===== src/design/cod_regs.svh =====
// Purpose: option byte indices, bit positions, erased values and decode results
// Assumes: three option bytes, each eight bits wide
// Notes: definitions only
`ifndef COD_REGS_SVH
`define COD_REGS_SVH

`define COD_NBYTES      3
`define COD_IDX_BOOT    2'h0
`define COD_IDX_PART    2'h1
`define COD_IDX_BOD     2'h2
`define COD_ERASED      8'hFF
`define COD_BLANK       8'hFF

`define COD_BIT_BOOTSEL 7
`define COD_BIT_PWMTRI  5
`define COD_BIT_DBGEN_N 4
`define COD_BIT_RSTPIN  2
`define COD_BIT_LOCK    1

`define COD_LDSZ_MSB    2
`define COD_LDSZ_LSB    0

`define COD_BIT_BODON   7
`define COD_BODLV_MSB   5
`define COD_BODLV_LSB   4
`define COD_BIT_BODINH  3
`define COD_BIT_BODRST  2

// threshold in tenths of a volt
`define COD_BOD_22      6'h16
`define COD_BOD_27      6'h1B
`define COD_BOD_37      6'h25
`define COD_BOD_44      6'h2C

// loader and application sizes in kilobytes
`define COD_LDR_0K      3'h0
`define COD_LDR_1K      3'h1
`define COD_LDR_2K      3'h2
`define COD_LDR_3K      3'h3
`define COD_LDR_4K      3'h4
`define COD_APP_18K     5'h12
`define COD_APP_17K     5'h11
`define COD_APP_16K     5'h10
`define COD_APP_15K     5'h0F
`define COD_APP_14K     5'h0E

`endif


===== src/design/cod_pkg.sv =====
// Purpose: types shared by the option decoder files
// Assumes: constants come from cod_regs.svh
// Notes: none
package cod_pkg;

   localparam int PWM_CH = 6;

   typedef enum logic {ST_LOAD, ST_RUN} cod_phase_t;

   // one request from the programmer or from in-application programming
   typedef struct packed {
      logic       valid;
      logic       write;
      logic       eraseAll;
      logic       optSel;
      logic [1:0] idx;
      logic [7:0] wdata;
   } cod_req_t;

   // register copies of option bits that software may change
   typedef struct packed {
      logic       bootApp;
      logic       pinIsReset;
      logic       bodOn;
      logic [1:0] bodLevel;
      logic       bodInhibit;
      logic       bodReset;
   } cod_sfr_t;

   typedef struct packed {
      cod_phase_t        phase;
      cod_sfr_t          sfr;
      logic [2:0]        loaderK;
      logic [4:0]        appK;
      logic [5:0]        bodDeciV;
      logic              dbgActive;
      logic [PWM_CH-1:0] pwmTri;
      logic              hardFaultFlag;
      logic              hardFaultRst;
      logic              extRstReq;
      logic              gpioIn;
      logic              iapInhibit;
      logic              bodRstReq;
      logic              oscOn;
      logic [7:0]        toolRdata;
      logic              toolAck;
      logic              flashWr;
      logic              flashErase;
      logic              iapFlashWr;
      logic              iapAck;
      logic              iapBlocked;
      logic              dbgAck;
      logic              dbgRefused;
   } cod_state_t;

endpackage : cod_pkg


===== src/design/cod_sync2.sv =====
// Purpose: two-flop synchroniser for pins from outside the clock domain
// Assumes: INIT is the idle level of each pin
// Notes: nothing but the second flop is read outside
`timescale 1ns/1ps
module cod_sync2 #(
   parameter int           W    = 1,
   parameter logic [W-1:0] INIT = '0
)(
   input  wire logic         clock,  // system clock
   input  wire logic         rstn,   // synchronised reset, low
   input  wire logic [W-1:0] din,    // asynchronous level
   output logic      [W-1:0] dout    // synchronised level
);
   logic [W-1:0] stage1Q;

   initial
   begin
      if (W < 1) $error("cod_sync2: W must be at least 1");
   end

   always_ff @(posedge clock or negedge rstn)
   begin
      if (!rstn)
      begin
         stage1Q <= INIT;
         dout    <= INIT;
      end
      else
      begin
         stage1Q <= din;
         dout    <= stage1Q;
      end
   end
endmodule : cod_sync2


===== src/design/cod_option_store.sv =====
// Purpose: non-volatile option byte store with one write port and whole erase
// Assumes: contents survive rst_b, as the cells are non-volatile
// Notes: erase wins over a write in the same cycle
`timescale 1ns/1ps
`include "cod_regs.svh"
module cod_option_store #(
   parameter int NBYTES = `COD_NBYTES
)(
   input  wire logic                   clock,    // system clock
   input  wire logic                   wrEn,     // write one byte
   input  wire logic [1:0]             wrIdx,    // byte index
   input  wire logic [7:0]             wrData,   // byte value
   input  wire logic                   eraseAll, // erase every byte
   output logic [NBYTES-1:0][7:0]      rdData    // stored bytes, registered
);
   logic [NBYTES-1:0][7:0] memD;

   initial
   begin
      if (NBYTES < 3 || NBYTES > 4) $error("cod_option_store: NBYTES must be 3 or 4");
   end

   always_comb
   begin
      memD = rdData;
      if (eraseAll)
         memD = {NBYTES{`COD_ERASED}};
      else if (wrEn && (32'(wrIdx) < NBYTES))
         memD[wrIdx] = wrData;
   end

   // no reset: the cells keep their value over every chip reset
   always_ff @(posedge clock)
   begin
      rdData <= memD;
   end
endmodule : cod_option_store


===== src/design/cod_config_option_decoder.sv =====
// Purpose: decode option bytes, guard them with the lock, load register copies after reset
// Assumes: flash array, processor and debugger core sit outside on the same clock
// Notes: option bytes are not cleared by rst_b; erase them once after power-up
//
// What this block does
// - after non-software reset boot from application flash when bit 7 set
// - tri-state enabled PWM pins during debug halt when selected
// - debugger on when enable bit low; hard fault then only flags
// - shared pin is reset input or plain input by bit 2
// - locked chip returns FFH to tool flash reads and ignores their programming
// - option bytes always readable; locked ones cannot be written alone by tools
// - for tools only whole-chip erase unlocks, clearing flash and options together
// - in-application programming works the same when locked
// - loader size field decodes to loader and application flash sizes
// - brown-out detector on when bit 7 of brown-out byte set
// - brown-out level field selects 2.2, 2.7, 3.7 or 4.4 volts
// - brown-out inhibit blocks in-application erase and program below threshold
// - brown-out causes reset only when reset bit set
// - option bits copied to register bits after reset, boot bit not after software reset, brown-out bits on power-on only; software may change them
// - in debug keep fast oscillator running despite off request or power-down
// - debugger memory access only while halted at breakpoint or step
// - debugger stays inactive while chip is locked
`timescale 1ns/1ps
`include "cod_regs.svh"
module cod_config_option_decoder (
   input  wire logic                     clock,         // 200 MHz system clock
   input  wire logic                     rst_b,         // chip reset, low
   input  wire logic                     swResetCause,  // last reset was software reset
   input  wire logic                     porCause,      // last reset was power-on
   input  wire cod_pkg::cod_req_t        toolReq,       // external programmer request
   input  wire logic [7:0]               flashRdata,    // flash array read data
   input  wire cod_pkg::cod_req_t        iapReq,        // in-application request
   input  wire logic                     sfrWe,         // software writes register copies
   input  wire cod_pkg::cod_sfr_t        sfrWdata,      // new register copy values
   input  wire logic                     cpuHalted,     // halted at breakpoint or step
   input  wire logic                     dbgReq,        // debugger access request
   input  wire logic                     hardFaultEv,   // hard fault event
   input  wire logic                     hardFaultClr,  // software clears fault flag
   input  wire logic                     swOscOff,      // software turns fast osc off
   input  wire logic                     powerDown,     // processor in power-down
   input  wire logic [cod_pkg::PWM_CH-1:0] pwmPinOe,    // pwm pin output enables
   input  wire logic                     resetPinIn,    // shared reset pin level
   input  wire logic                     bodBelowIn,    // supply below threshold
   output logic                          bootFromApp,   // boot block select
   output logic [2:0]                    loaderSizeK,   // loader flash kilobytes
   output logic [4:0]                    appSizeK,      // application flash kilobytes
   output logic                          bodEnable,     // brown-out circuit on
   output logic [5:0]                    bodDeciVolt,   // threshold, tenths of volt
   output logic                          bodResetReq,   // brown-out reset request
   output logic                          iapInhibit,    // iap erase/program blocked
   output logic                          dbgActive,     // debugger enabled
   output logic [cod_pkg::PWM_CH-1:0]    pwmTristate,   // pwm pins to float
   output logic                          hardFaultFlag, // sticky fault flag
   output logic                          hardFaultRst,  // fault reset pulse
   output logic                          extResetReq,   // reset from shared pin
   output logic                          gpioIn,        // shared pin as port input
   output logic                          fastOscOn,     // fast oscillator enable
   output logic [7:0]                    toolRdata,     // data back to tool
   output logic                          toolAck,       // tool request done
   output logic                          flashWrite,    // tool flash program strobe
   output logic                          flashErase,    // whole flash erase strobe
   output logic                          iapFlashWrite, // iap flash program strobe
   output logic                          iapAck,        // iap request done
   output logic                          iapBlocked,    // iap request refused
   output logic                          dbgAck,        // debugger access taken
   output logic                          dbgRefused     // debugger access refused
);
   cod_pkg::cod_state_t    q;
   cod_pkg::cod_state_t    d;
   logic [1:0]             rstSyncQ;
   logic                   rstn;
   logic [2:0][7:0]        opt;
   logic                   resetPinS;
   logic                   bodBelowS;
   logic                   locked;
   logic                   storeWe;
   logic [1:0]             storeIdx;
   logic [7:0]             storeWd;
   logic                   storeErase;
   logic                   iapFlashOp;

   // release of reset is synchronised, assertion stays asynchronous
   always_ff @(posedge clock or negedge rst_b)
   begin
      if (!rst_b)
         rstSyncQ <= 2'h0;
      else
         rstSyncQ <= {rstSyncQ[0], 1'b1};
   end
   assign rstn = rstSyncQ[1];

   cod_sync2 #(.W(2), .INIT(2'h1)) pinSync (
      .clock (clock),
      .rstn  (rstn),
      .din   ({bodBelowIn, resetPinIn}),
      .dout  ({bodBelowS, resetPinS})
   );

   cod_option_store #(.NBYTES(`COD_NBYTES)) optStore (
      .clock    (clock),
      .wrEn     (storeWe),
      .wrIdx    (storeIdx),
      .wrData   (storeWd),
      .eraseAll (storeErase),
      .rdData   (opt)
   );

   assign locked = ~opt[`COD_IDX_BOOT][`COD_BIT_LOCK];
   assign iapFlashOp = iapReq.valid & ~iapReq.optSel & (iapReq.write | iapReq.eraseAll);

   always_comb
   begin
      d = q;
      d.toolAck      = 1'b0;
      d.flashWr      = 1'b0;
      d.flashErase   = 1'b0;
      d.iapFlashWr   = 1'b0;
      d.iapAck       = 1'b0;
      d.iapBlocked   = 1'b0;
      d.dbgAck       = 1'b0;
      d.dbgRefused   = 1'b0;
      d.hardFaultRst = 1'b0;
      storeWe    = 1'b0;
      storeIdx   = 2'h0;
      storeWd    = 8'h00;
      storeErase = 1'b0;

      case (q.phase)
         cod_pkg::ST_LOAD:
         begin
            // software reset: boot copy stays at its reset value, not reloaded
            if (!swResetCause)
               d.sfr.bootApp = opt[`COD_IDX_BOOT][`COD_BIT_BOOTSEL];
            d.sfr.pinIsReset = opt[`COD_IDX_BOOT][`COD_BIT_RSTPIN];
            // brown-out copies reload on power-on only
            if (porCause)
            begin
               d.sfr.bodOn      = opt[`COD_IDX_BOD][`COD_BIT_BODON];
               d.sfr.bodLevel   = opt[`COD_IDX_BOD][`COD_BODLV_MSB:`COD_BODLV_LSB];
               d.sfr.bodInhibit = opt[`COD_IDX_BOD][`COD_BIT_BODINH];
               d.sfr.bodReset   = opt[`COD_IDX_BOD][`COD_BIT_BODRST];
            end
            d.phase = cod_pkg::ST_RUN;
         end
         cod_pkg::ST_RUN:
         begin
            if (sfrWe)
               d.sfr = sfrWdata;
         end
         default:
            d.phase = cod_pkg::ST_LOAD;
      endcase

      // external tool path, guarded by the lock
      if (toolReq.valid)
      begin
         d.toolAck = 1'b1;
         if (toolReq.eraseAll)
         begin
            storeErase   = 1'b1;
            d.flashErase = 1'b1;
         end
         else if (toolReq.optSel)
         begin
            if (!toolReq.write)
               d.toolRdata = opt[toolReq.idx];
            else if (!locked)
            begin
               storeWe  = 1'b1;
               storeIdx = toolReq.idx;
               storeWd  = toolReq.wdata;
            end
         end
         else if (!toolReq.write)
            d.toolRdata = locked ? `COD_BLANK : flashRdata;
         else
            d.flashWr = ~locked;
      end

      // in-application path ignores the lock; brown-out may block it
      if (iapReq.valid)
      begin
         d.iapAck = 1'b1;
         if (q.iapInhibit && (iapReq.write || iapReq.eraseAll))
            d.iapBlocked = 1'b1;
         else if (iapFlashOp)
            d.iapFlashWr = 1'b1;
         else if (iapReq.optSel && iapReq.write && !storeWe && !storeErase)
         begin
            storeWe  = 1'b1;
            storeIdx = iapReq.idx;
            storeWd  = iapReq.wdata;
         end
         else if (iapReq.write)
            d.iapBlocked = 1'b1;
      end

      d.loaderK = `COD_LDR_4K;
      d.appK    = `COD_APP_14K;
      case (opt[`COD_IDX_PART][`COD_LDSZ_MSB:`COD_LDSZ_LSB])
         3'h7:
         begin
            d.loaderK = `COD_LDR_0K;
            d.appK    = `COD_APP_18K;
         end
         3'h6:
         begin
            d.loaderK = `COD_LDR_1K;
            d.appK    = `COD_APP_17K;
         end
         3'h5:
         begin
            d.loaderK = `COD_LDR_2K;
            d.appK    = `COD_APP_16K;
         end
         3'h4:
         begin
            d.loaderK = `COD_LDR_3K;
            d.appK    = `COD_APP_15K;
         end
         default:
         begin
            d.loaderK = `COD_LDR_4K;
            d.appK    = `COD_APP_14K;
         end
      endcase

      case (q.sfr.bodLevel)
         2'h3:    d.bodDeciV = `COD_BOD_22;
         2'h2:    d.bodDeciV = `COD_BOD_27;
         2'h1:    d.bodDeciV = `COD_BOD_37;
         default: d.bodDeciV = `COD_BOD_44;
      endcase

      d.iapInhibit = q.sfr.bodInhibit & q.sfr.bodOn & bodBelowS;
      d.bodRstReq  = q.sfr.bodReset & q.sfr.bodOn & bodBelowS;

      d.dbgActive = ~opt[`COD_IDX_BOOT][`COD_BIT_DBGEN_N] & ~locked;

      // hard fault: set beats clear in the same cycle
      if (hardFaultClr)
         d.hardFaultFlag = 1'b0;
      if (hardFaultEv)
      begin
         d.hardFaultFlag = 1'b1;
         d.hardFaultRst  = ~q.dbgActive;
      end

      // debugger may only touch memory at a break or step halt
      if (dbgReq)
      begin
         if (q.dbgActive && cpuHalted)
            d.dbgAck = 1'b1;
         else
            d.dbgRefused = 1'b1;
      end

      d.pwmTri = {cod_pkg::PWM_CH{q.dbgActive & cpuHalted &
                 opt[`COD_IDX_BOOT][`COD_BIT_PWMTRI]}} & pwmPinOe;

      // the debugger watches its state on this clock
      d.oscOn = q.dbgActive | ~(swOscOff | powerDown);

      d.extRstReq = q.sfr.pinIsReset & ~resetPinS;
      d.gpioIn    = q.sfr.pinIsReset | resetPinS;
   end

   always_ff @(posedge clock or negedge rstn)
   begin
      if (!rstn)
      begin
         q            <= '0;
         q.phase      <= cod_pkg::ST_LOAD;
         q.sfr        <= '1;
         q.loaderK    <= `COD_LDR_0K;
         q.appK       <= `COD_APP_18K;
         q.bodDeciV   <= `COD_BOD_22;
         q.oscOn      <= 1'b1;
         q.gpioIn     <= 1'b1;
         q.toolRdata  <= `COD_BLANK;
      end
      else
         q <= d;
   end

   assign bootFromApp   = q.sfr.bootApp;
   assign loaderSizeK   = q.loaderK;
   assign appSizeK      = q.appK;
   assign bodEnable     = q.sfr.bodOn;
   assign bodDeciVolt   = q.bodDeciV;
   assign bodResetReq   = q.bodRstReq;
   assign iapInhibit    = q.iapInhibit;
   assign dbgActive     = q.dbgActive;
   assign pwmTristate   = q.pwmTri;
   assign hardFaultFlag = q.hardFaultFlag;
   assign hardFaultRst  = q.hardFaultRst;
   assign extResetReq   = q.extRstReq;
   assign gpioIn        = q.gpioIn;
   assign fastOscOn     = q.oscOn;
   assign toolRdata     = q.toolRdata;
   assign toolAck       = q.toolAck;
   assign flashWrite    = q.flashWr;
   assign flashErase    = q.flashErase;
   assign iapFlashWrite = q.iapFlashWr;
   assign iapAck        = q.iapAck;
   assign iapBlocked    = q.iapBlocked;
   assign dbgAck        = q.dbgAck;
   assign dbgRefused    = q.dbgRefused;
endmodule : cod_config_option_decoder


===== config.mk =====
export PLATFORM = sky130hd
export DESIGN_NAME = cod_config_option_decoder
export DESIGN_NICKNAME = d
export VERILOG_FILES = /design/src/design/cod_pkg.sv /design/src/design/cod_sync2.sv /design/src/design/cod_option_store.sv /design/src/design/cod_config_option_decoder.sv
export VERILOG_INCLUDE_DIRS = /design/src /design/src/design
export SDC_FILE = /design/constraint.sdc
export NUM_CORES = 1
export LEC_CHECK = 0
export BUFFER_PORTS_ARGS = -buffer_cell sky130_fd_sc_hd__clkbuf_2
export CORE_MARGIN = 2
export CORE_UTILIZATION = 45
export DETAILED_ROUTE_END_ITERATION = 16
export HOLD_SLACK_MARGIN = 0.1
export PLACE_DENSITY = 0.76
export SETUP_SLACK_MARGIN = 0.4
export SLEW_MARGIN = 20
export SYNTH_ARGS = -nofsm -noshare
export SYNTH_HDL_FRONTEND = slang
export SYNTH_HIERARCHICAL = 1
export SYNTH_SLANG_ARGS = --single-unit

===== constraint.sdc =====
create_clock -name clock -period 1.9 [get_ports clock]
set_clock_uncertainty 0.15 [all_clocks]
set_input_delay 0.095 -clock clock [delete_from_list [all_inputs] [get_ports clock]]
set_output_delay 0.095 -clock clock [all_outputs]
set_load 0.01 [all_outputs]

==> impl_metrics.ini, run 1 <==
[synthesis]
yosys.cell_types.count = 43
synth_top_family_by_area = simple AND/OR/NAND/NOR gates
synth_area_um2 = 3570
ys_seq_area_share_pct = 52.9
synth_compound_gate_area_share_pct = 10.7
ys_seq_elements = 79
synth_area_leader_cell = dfrtp_1
synth_warnings = 6
synthDominantCellAreaShare_pct = 22.4
synthMuxAreaShare_pct = 10.4
synth-adder-area-share_pct = 1.75
synthXorXnorAreaFrac_pct = 0.246
synthSimpleGateAreaFrac_pct = 14.5
syn_avg_cell_area_um2 = 11.0
yosys-top-cells-area = dfrtp_1 (22%), dfstp_2 (17%), dfxtp_1 (13%)
syn_inst = 323

[floorplanning]
io_pins = 108
die-height_um = 93.0
design.core.area_um2 = 7690
dieArea_um2 = 8660
die_w_um = 93.0
rows = 32
start_util_pct = 46.4

[route]
remaining_drc_errors = 0
drt-pass1-iter-count = 5
first_iter_violations = 99
drt-total-wl_mm = 8.40
antenna_left = 0
wl_per_cell_um = 14.5
via_per_inst = 4.93
via_count = 2845

[finish]
synthToLayoutAreaGrowth_pct = 36.2
final_nets = 537
ff_latch_area_um2 = 1890
fin_util_pct = 63.2
layout_common_cells = clkbuf_2 (107), dlygate4sd3_1 (59), nor2_1 (48)
fin_cells = 577
fin_area_um2 = 4860
multi_input_comb_area_um2 = 1360
antenna-diode-count = 0
num-fill-cells = 633
mostFrequentLayoutCell = clkbuf_2
drive_gt1_share_pct = 36.6

[power_and_ir_drop]
power_frac_seq_pct = 50.1
ir_worst_vdd_v = 0.000363
power.clock.fraction_pct = 31.8
switchingPower_mw = 1.09
combPwrFrac_pct = 18.1
p_leak_nw = 2.55
power_density_nw_per_um2 = 817
switching_share_pct = 27.4
finalPower_mw = 3.97
internal_power_mw = 2.88

[worst_setup_path]
cp_data_required_time_ns = 1.98
endpoint_kind = flip-flop
r2r_setup_slack_ns = 0.07
r2r-end = optStore/rdData[17]$_SDFFE_PP1P_
critPathKind = primary input to flip-flop
r2r_start = iapInhibit$_DFF_PN0_
r2r_cells = 6
worstSetupStartpointType = primary input
cp.arrival_ns = 1.92
critical_path.max_fanout = 8

[placed_design]
gp_congestion = 0.778
post-place-cells = 502
placed_area_um2 = 4060
port_buffers = 107
dpl.hpwl_mm = 5.57

[job]
cap_violations = 0

[sta]
whs_ns = 0.103
worst_pin_slew_ns = 0.538
slew_headroom_pct = 64.1
slew_viol_final = 0
hold_viol = 0
rsz0062_at_grt = true
timing.final.crit_share_pct = 96.6
fin_crit_ns = 1.84
finalSetupViolCount = 0
timing.fmax_mhz = 545

[global_routing]
grt_pass1_wl_mm = 13.4
grt_usage_pct = 20.2
grt-ovfl-total = 0
antenna_found_initial = 0
grt_start_max_net_pins = 33
grt_pass1_vias = 2828

[clock_tree]
clk_pin_slew_ns = 0.09
cts_tree = built
htreeDepth = 3
cts_sinks = 79
clk_latency_ns = 0.36
root_buffer = clkbuf_8
post_cts_buffers = 0
cts_buffer_depth = 2
cts_buffers = 9

[run_status]
status = finished clean

[worst_hold_path]
hp-class = flip-flop to asynchronous set/reset pin
## cells in the mapped netlist, drive strengths merged
cell type	instances
clkbuf	7
and3b	2
and2	11
nand2	11
xor2	1
a211oi	5
dfstp	23
o21ai	2
dfxtp	24
o31ai	8
o221a	1
or3b	2
a21oi	7
nor2b	7
o211a	7
a21o	1
nand4b	1
or2	3
nor2	48
o22ai	2
a31oi	1
buf	38
o21bai	2
conb	1
dfrtp	32
a21boi	1
mux2i	37
ha	5
nand3b	9
nor4b	1
inv	6
a22o	10
nand3	1
and3	4
nand2b	2
## worst max-delay path: stages
cell and delay, ns:
clkbuf_2 0.10, dlygate4sd3_1 0.56, and2_2 0.21, a211oi_4 0.06, a22o_1 0.23, or3b_4 0.50
mux2i_1 0.15
## stage by stage
stage,setup TNS (ns),worst slack (ns)
finish,0,0.0642
global route,-0.0824,-0.0219
CTS,0,0.0521
detailed placement,-0.427,-0.0703
global placement,0,0.00166
floorplan,0,0.0682
## power groups by stage
stage               clock (mW)  sequential (mW)  combinational (mW)
floorplan                    0             2.02               0.429
global placement             0             2.01               0.597
detailed placement           0             2.02               0.612
CTS                       1.29             1.99               0.716
global route              1.35             2.01               0.788
finish                    1.26             1.99               0.718
## timing repair
action                                  4_1_cts  5_1_grt
endpoints found under the setup margin       24       24
gates resized for setup                       2        0
hold buffers                                 59        0
endpoints found under the hold margin        59        0
pin swaps                                     1        0
## how the worst max path moves through the flow
| stage | start | to | slack (ns) | cells after the start |
|---|---|---|---|---|
| floorplan | iapInhibit$_DFF_PN0_ | optStore/rdData[16]$_SDFFE_PP1P_ | 0.07 | 6 |
| global placement | toolReq[11] | optStore/rdData[1]$_SDFFE_PP1P_ | 0.002 | 6 |
| detailed placement | iapInhibit$_DFF_PN0_ | optStore/rdData[5]$_SDFFE_PP1P_ | -0.07 | 5 |
| CTS | iapInhibit$_DFF_PN0_ | optStore/rdData[17]$_SDFFE_PP1P_ | 0.05 | 6 |
| global route | iapInhibit$_DFF_PN0_ | optStore/rdData[22]$_SDFFE_PP1P_ | -0.02 | 6 |
| finish | toolReq[11] | optStore/rdData[5]$_SDFFE_PP1P_ | 0.06 | 7 |
## layout make-up
type | instances | share of cell area [%]
clock buffer | 9 | 2.55
inverter | 6 | 0.463
multi-input combinational | 194 | 27.9
timing repair buffer | 180 | 25.9
clock inverter | 7 | 1.65
sequential | 79 | 38.9
tap | 102 | 2.63
## per-layer routing
metal / global-route usage [%] / part of all wire, %
met5: 0 / 0
met4: 8.33 / 1.8
met3: 3.63 / 4.9
met2: 36.2 / 52
met1: 23.7 / 41
## cells by family after synthesis
group / Yosys count
buf+inv: 51
flops: 79
other cells: 1
fa+ha+maj: 5
compound gates: 47
mux: 37
xor+xnor: 1
simple gates: 102
## sequential cells by signal, indices dropped and copies added (netlist names), 2 cells and up
signal and flops:
loaderSizeK 2, pwmTristate 6, appSizeK 4, toolRdata 8, rstSyncQ 2, q 6, pinSync/stage1Q 2, optStore/rdData 24
bodDeciVolt 5, pinSync/dout 2
Power figures use the tool's default switching activity.
==> run 2, diff against run 1 <==
--- a/config.mk
+++ b/config.mk
@@ -11,6 +11,7 @@
 export CORE_UTILIZATION = 45
 export DETAILED_ROUTE_END_ITERATION = 16
 export HOLD_SLACK_MARGIN = 0.1
+export MAX_ROUTING_LAYER = met4
 export PLACE_DENSITY = 0.76
 export SETUP_SLACK_MARGIN = 0.4
 export SLEW_MARGIN = 20
==> impl_metrics.ini, run 2 (synthesized netlist as in run 1, its figures left out) <==
[run_status]
status = finished clean

[power_and_ir_drop]
power_density_nw_per_um2 = 816
ir_worst_vdd_v = 0.000359
p_leak_nw = 2.55

[sta]
finalSetupViolCount = 0
slew_viol_final = 0
worst_pin_slew_ns = 0.539
slew_headroom_pct = 64.1
hold_viol = 0
timing.fmax_mhz = 546
rsz0062_at_grt = true
fin_crit_ns = 1.83
tns_ns = 0
timing.final.crit_share_pct = 96.5

[finish]
antenna-diode-count = 0
final_nets = 537
drive_gt1_share_pct = 36.6
synthToLayoutAreaGrowth_pct = 36.2
fin_area_um2 = 4860
largest_register = optStore/rdData
layout_common_cells = clkbuf_2 (107), dlygate4sd3_1 (59), nor2_1 (48)
largest_register_ffs = 24
top_regs = optStore/rdData x24, toolRdata x8
fin_cells = 577
num-fill-cells = 633
mostFrequentLayoutCell = clkbuf_2

[worst_setup_path]
cpPeakStageDelay_ns = 0.56
cp.buffers_inverters = 2
cp.arrival_ns = 1.91
r2r_cells = 6
critical_path.max_fanout = 8
r2r_setup_slack_ns = 0.07
worstSetupStartpointType = primary input
crit_path_cell_trace = clkbuf_2, dlygate4sd3_1, and2_2, a211oi_4, a22o_1, or3b_4, mux2i_1
critical-path-top-delay-family = simple AND/OR/NAND/NOR gates
cp_data_required_time_ns = 1.98
crit_slowest_cell = dlygate4sd3_1
r2r_start = iapInhibit$_DFF_PN0_
endpoint_kind = flip-flop
critPathKind = primary input to flip-flop
r2r-end = optStore/rdData[17]$_SDFFE_PP1P_

[clock_tree]
post_cts_buffers = 0
cts_sinks = 79
clk_latency_ns = 0.35
cts_buffer_depth = 2
cts_tree = built
htreeDepth = 3
cts_buffers = 9
root_buffer = clkbuf_8
clk_pin_slew_ns = 0.09

[placed_design]
gp_congestion = 0.789
dpl.hpwl_mm = 5.57
port_buffers = 107
placed_area_um2 = 4060
post-place-cells = 502

[floorplanning]
die_w_um = 93.0
start_util_pct = 46.4
io_pins = 108
die-height_um = 93.0
dieArea_um2 = 8660
design.core.area_um2 = 7690
rows = 32

[route]
antenna_left = 0
drt-pass1-iter-count = 4
via_per_inst = 4.88
first_iter_violations = 92
wl_per_cell_um = 14.5
drt-total-wl_mm = 8.36
remaining_drc_errors = 0
via_count = 2813

[global_routing]
grt_pass1_wl_mm = 13.4
grt_start_max_net_pins = 33
grt_pass1_vias = 2831
grt_usage_pct = 20.7
antenna_found_initial = 0
grt-ovfl-total = 0

[worst_hold_path]
hp-class = flip-flop to asynchronous set/reset pin

[job]
cap_violations = 0
## run 2: power by group
group	internal, mW	total [mW]	switching [mW]
clock	0.622	1.26	0.637
combinational	0.373	0.717	0.344
sequential	1.89	1.99	0.105
total	2.88	3.97	1.09
## run 2: how the worst max path moves through the flow
stage	startpoint	to	slack, ns	depth (start not counted)
floorplan	iapInhibit$_DFF_PN0_	optStore/rdData[16]$_SDFFE_PP1P_	0.07	6
global placement	toolReq[11]	optStore/rdData[1]$_SDFFE_PP1P_	0.002	6
detailed placement	iapInhibit$_DFF_PN0_	optStore/rdData[5]$_SDFFE_PP1P_	-0.07	5
CTS	iapInhibit$_DFF_PN0_	optStore/rdData[17]$_SDFFE_PP1P_	0.05	6
global route	iapInhibit$_DFF_PN0_	optStore/rdData[22]$_SDFFE_PP1P_	-0.02	6
finish	toolReq[11]	optStore/rdData[5]$_SDFFE_PP1P_	0.07	7
## run 2: through the flow
step                      utilization [%]  power (mW)  hold slack (ns)  setup slack (ns)
after CTS                            63.2        3.99            0.108            0.0521
after global placement               52.8        2.61           -0.270           0.00166
after floorplan                         -        2.45           -0.351            0.0682
final                                63.2        3.97            0.105            0.0669
after global routing                 63.2        4.15            0.122           -0.0214
after detailed placement             52.8        2.64           -0.269           -0.0703
## run 2: final cells by class
type                       instances  area [um^2]  area share (%)
clock buffer                       9          124            2.55
clock inverter                     7         80.1            1.65
inverter                           6         22.5           0.463
multi-input combinational        194         1360            27.9
sequential                        79         1890            38.9
tap                              102          128            2.63
timing repair buffer             180         1260            25.9
## run 2: worst register-to-register path, stage by stage, from the launching register on
cell and delay [ns]:
dfrtp_1 0.38, nand4b_1 0.25, a211oi_4 0.25, a22o_1 0.21
nand3b_1 0.17, buf_4 0.17, mux2i_1 0.18
## run 2: what timing repair did
action / in CTS / in global routing
endpoints found under the setup margin: 24 / 24
endpoints found under the hold margin: 59 / 0
pin swaps: 1 / 0
hold buffers: 59 / 0
gates resized for setup: 2 / 0
cloned: 0 / 0
## run 2: metal layers
| metal | part of all wire (%) | vias to the layer above | track usage, % |
|---|---|---|---|
| met5 | 0 | - | - |
| met4 | 2.0 | 0 | 9.07 |
| met3 | 3.6 | 15 | 3.06 |
| met2 | 52 | 77 | 36.2 |
| met1 | 42 | 1354 | 23.6 |
| li1 | - | 1367 | - |
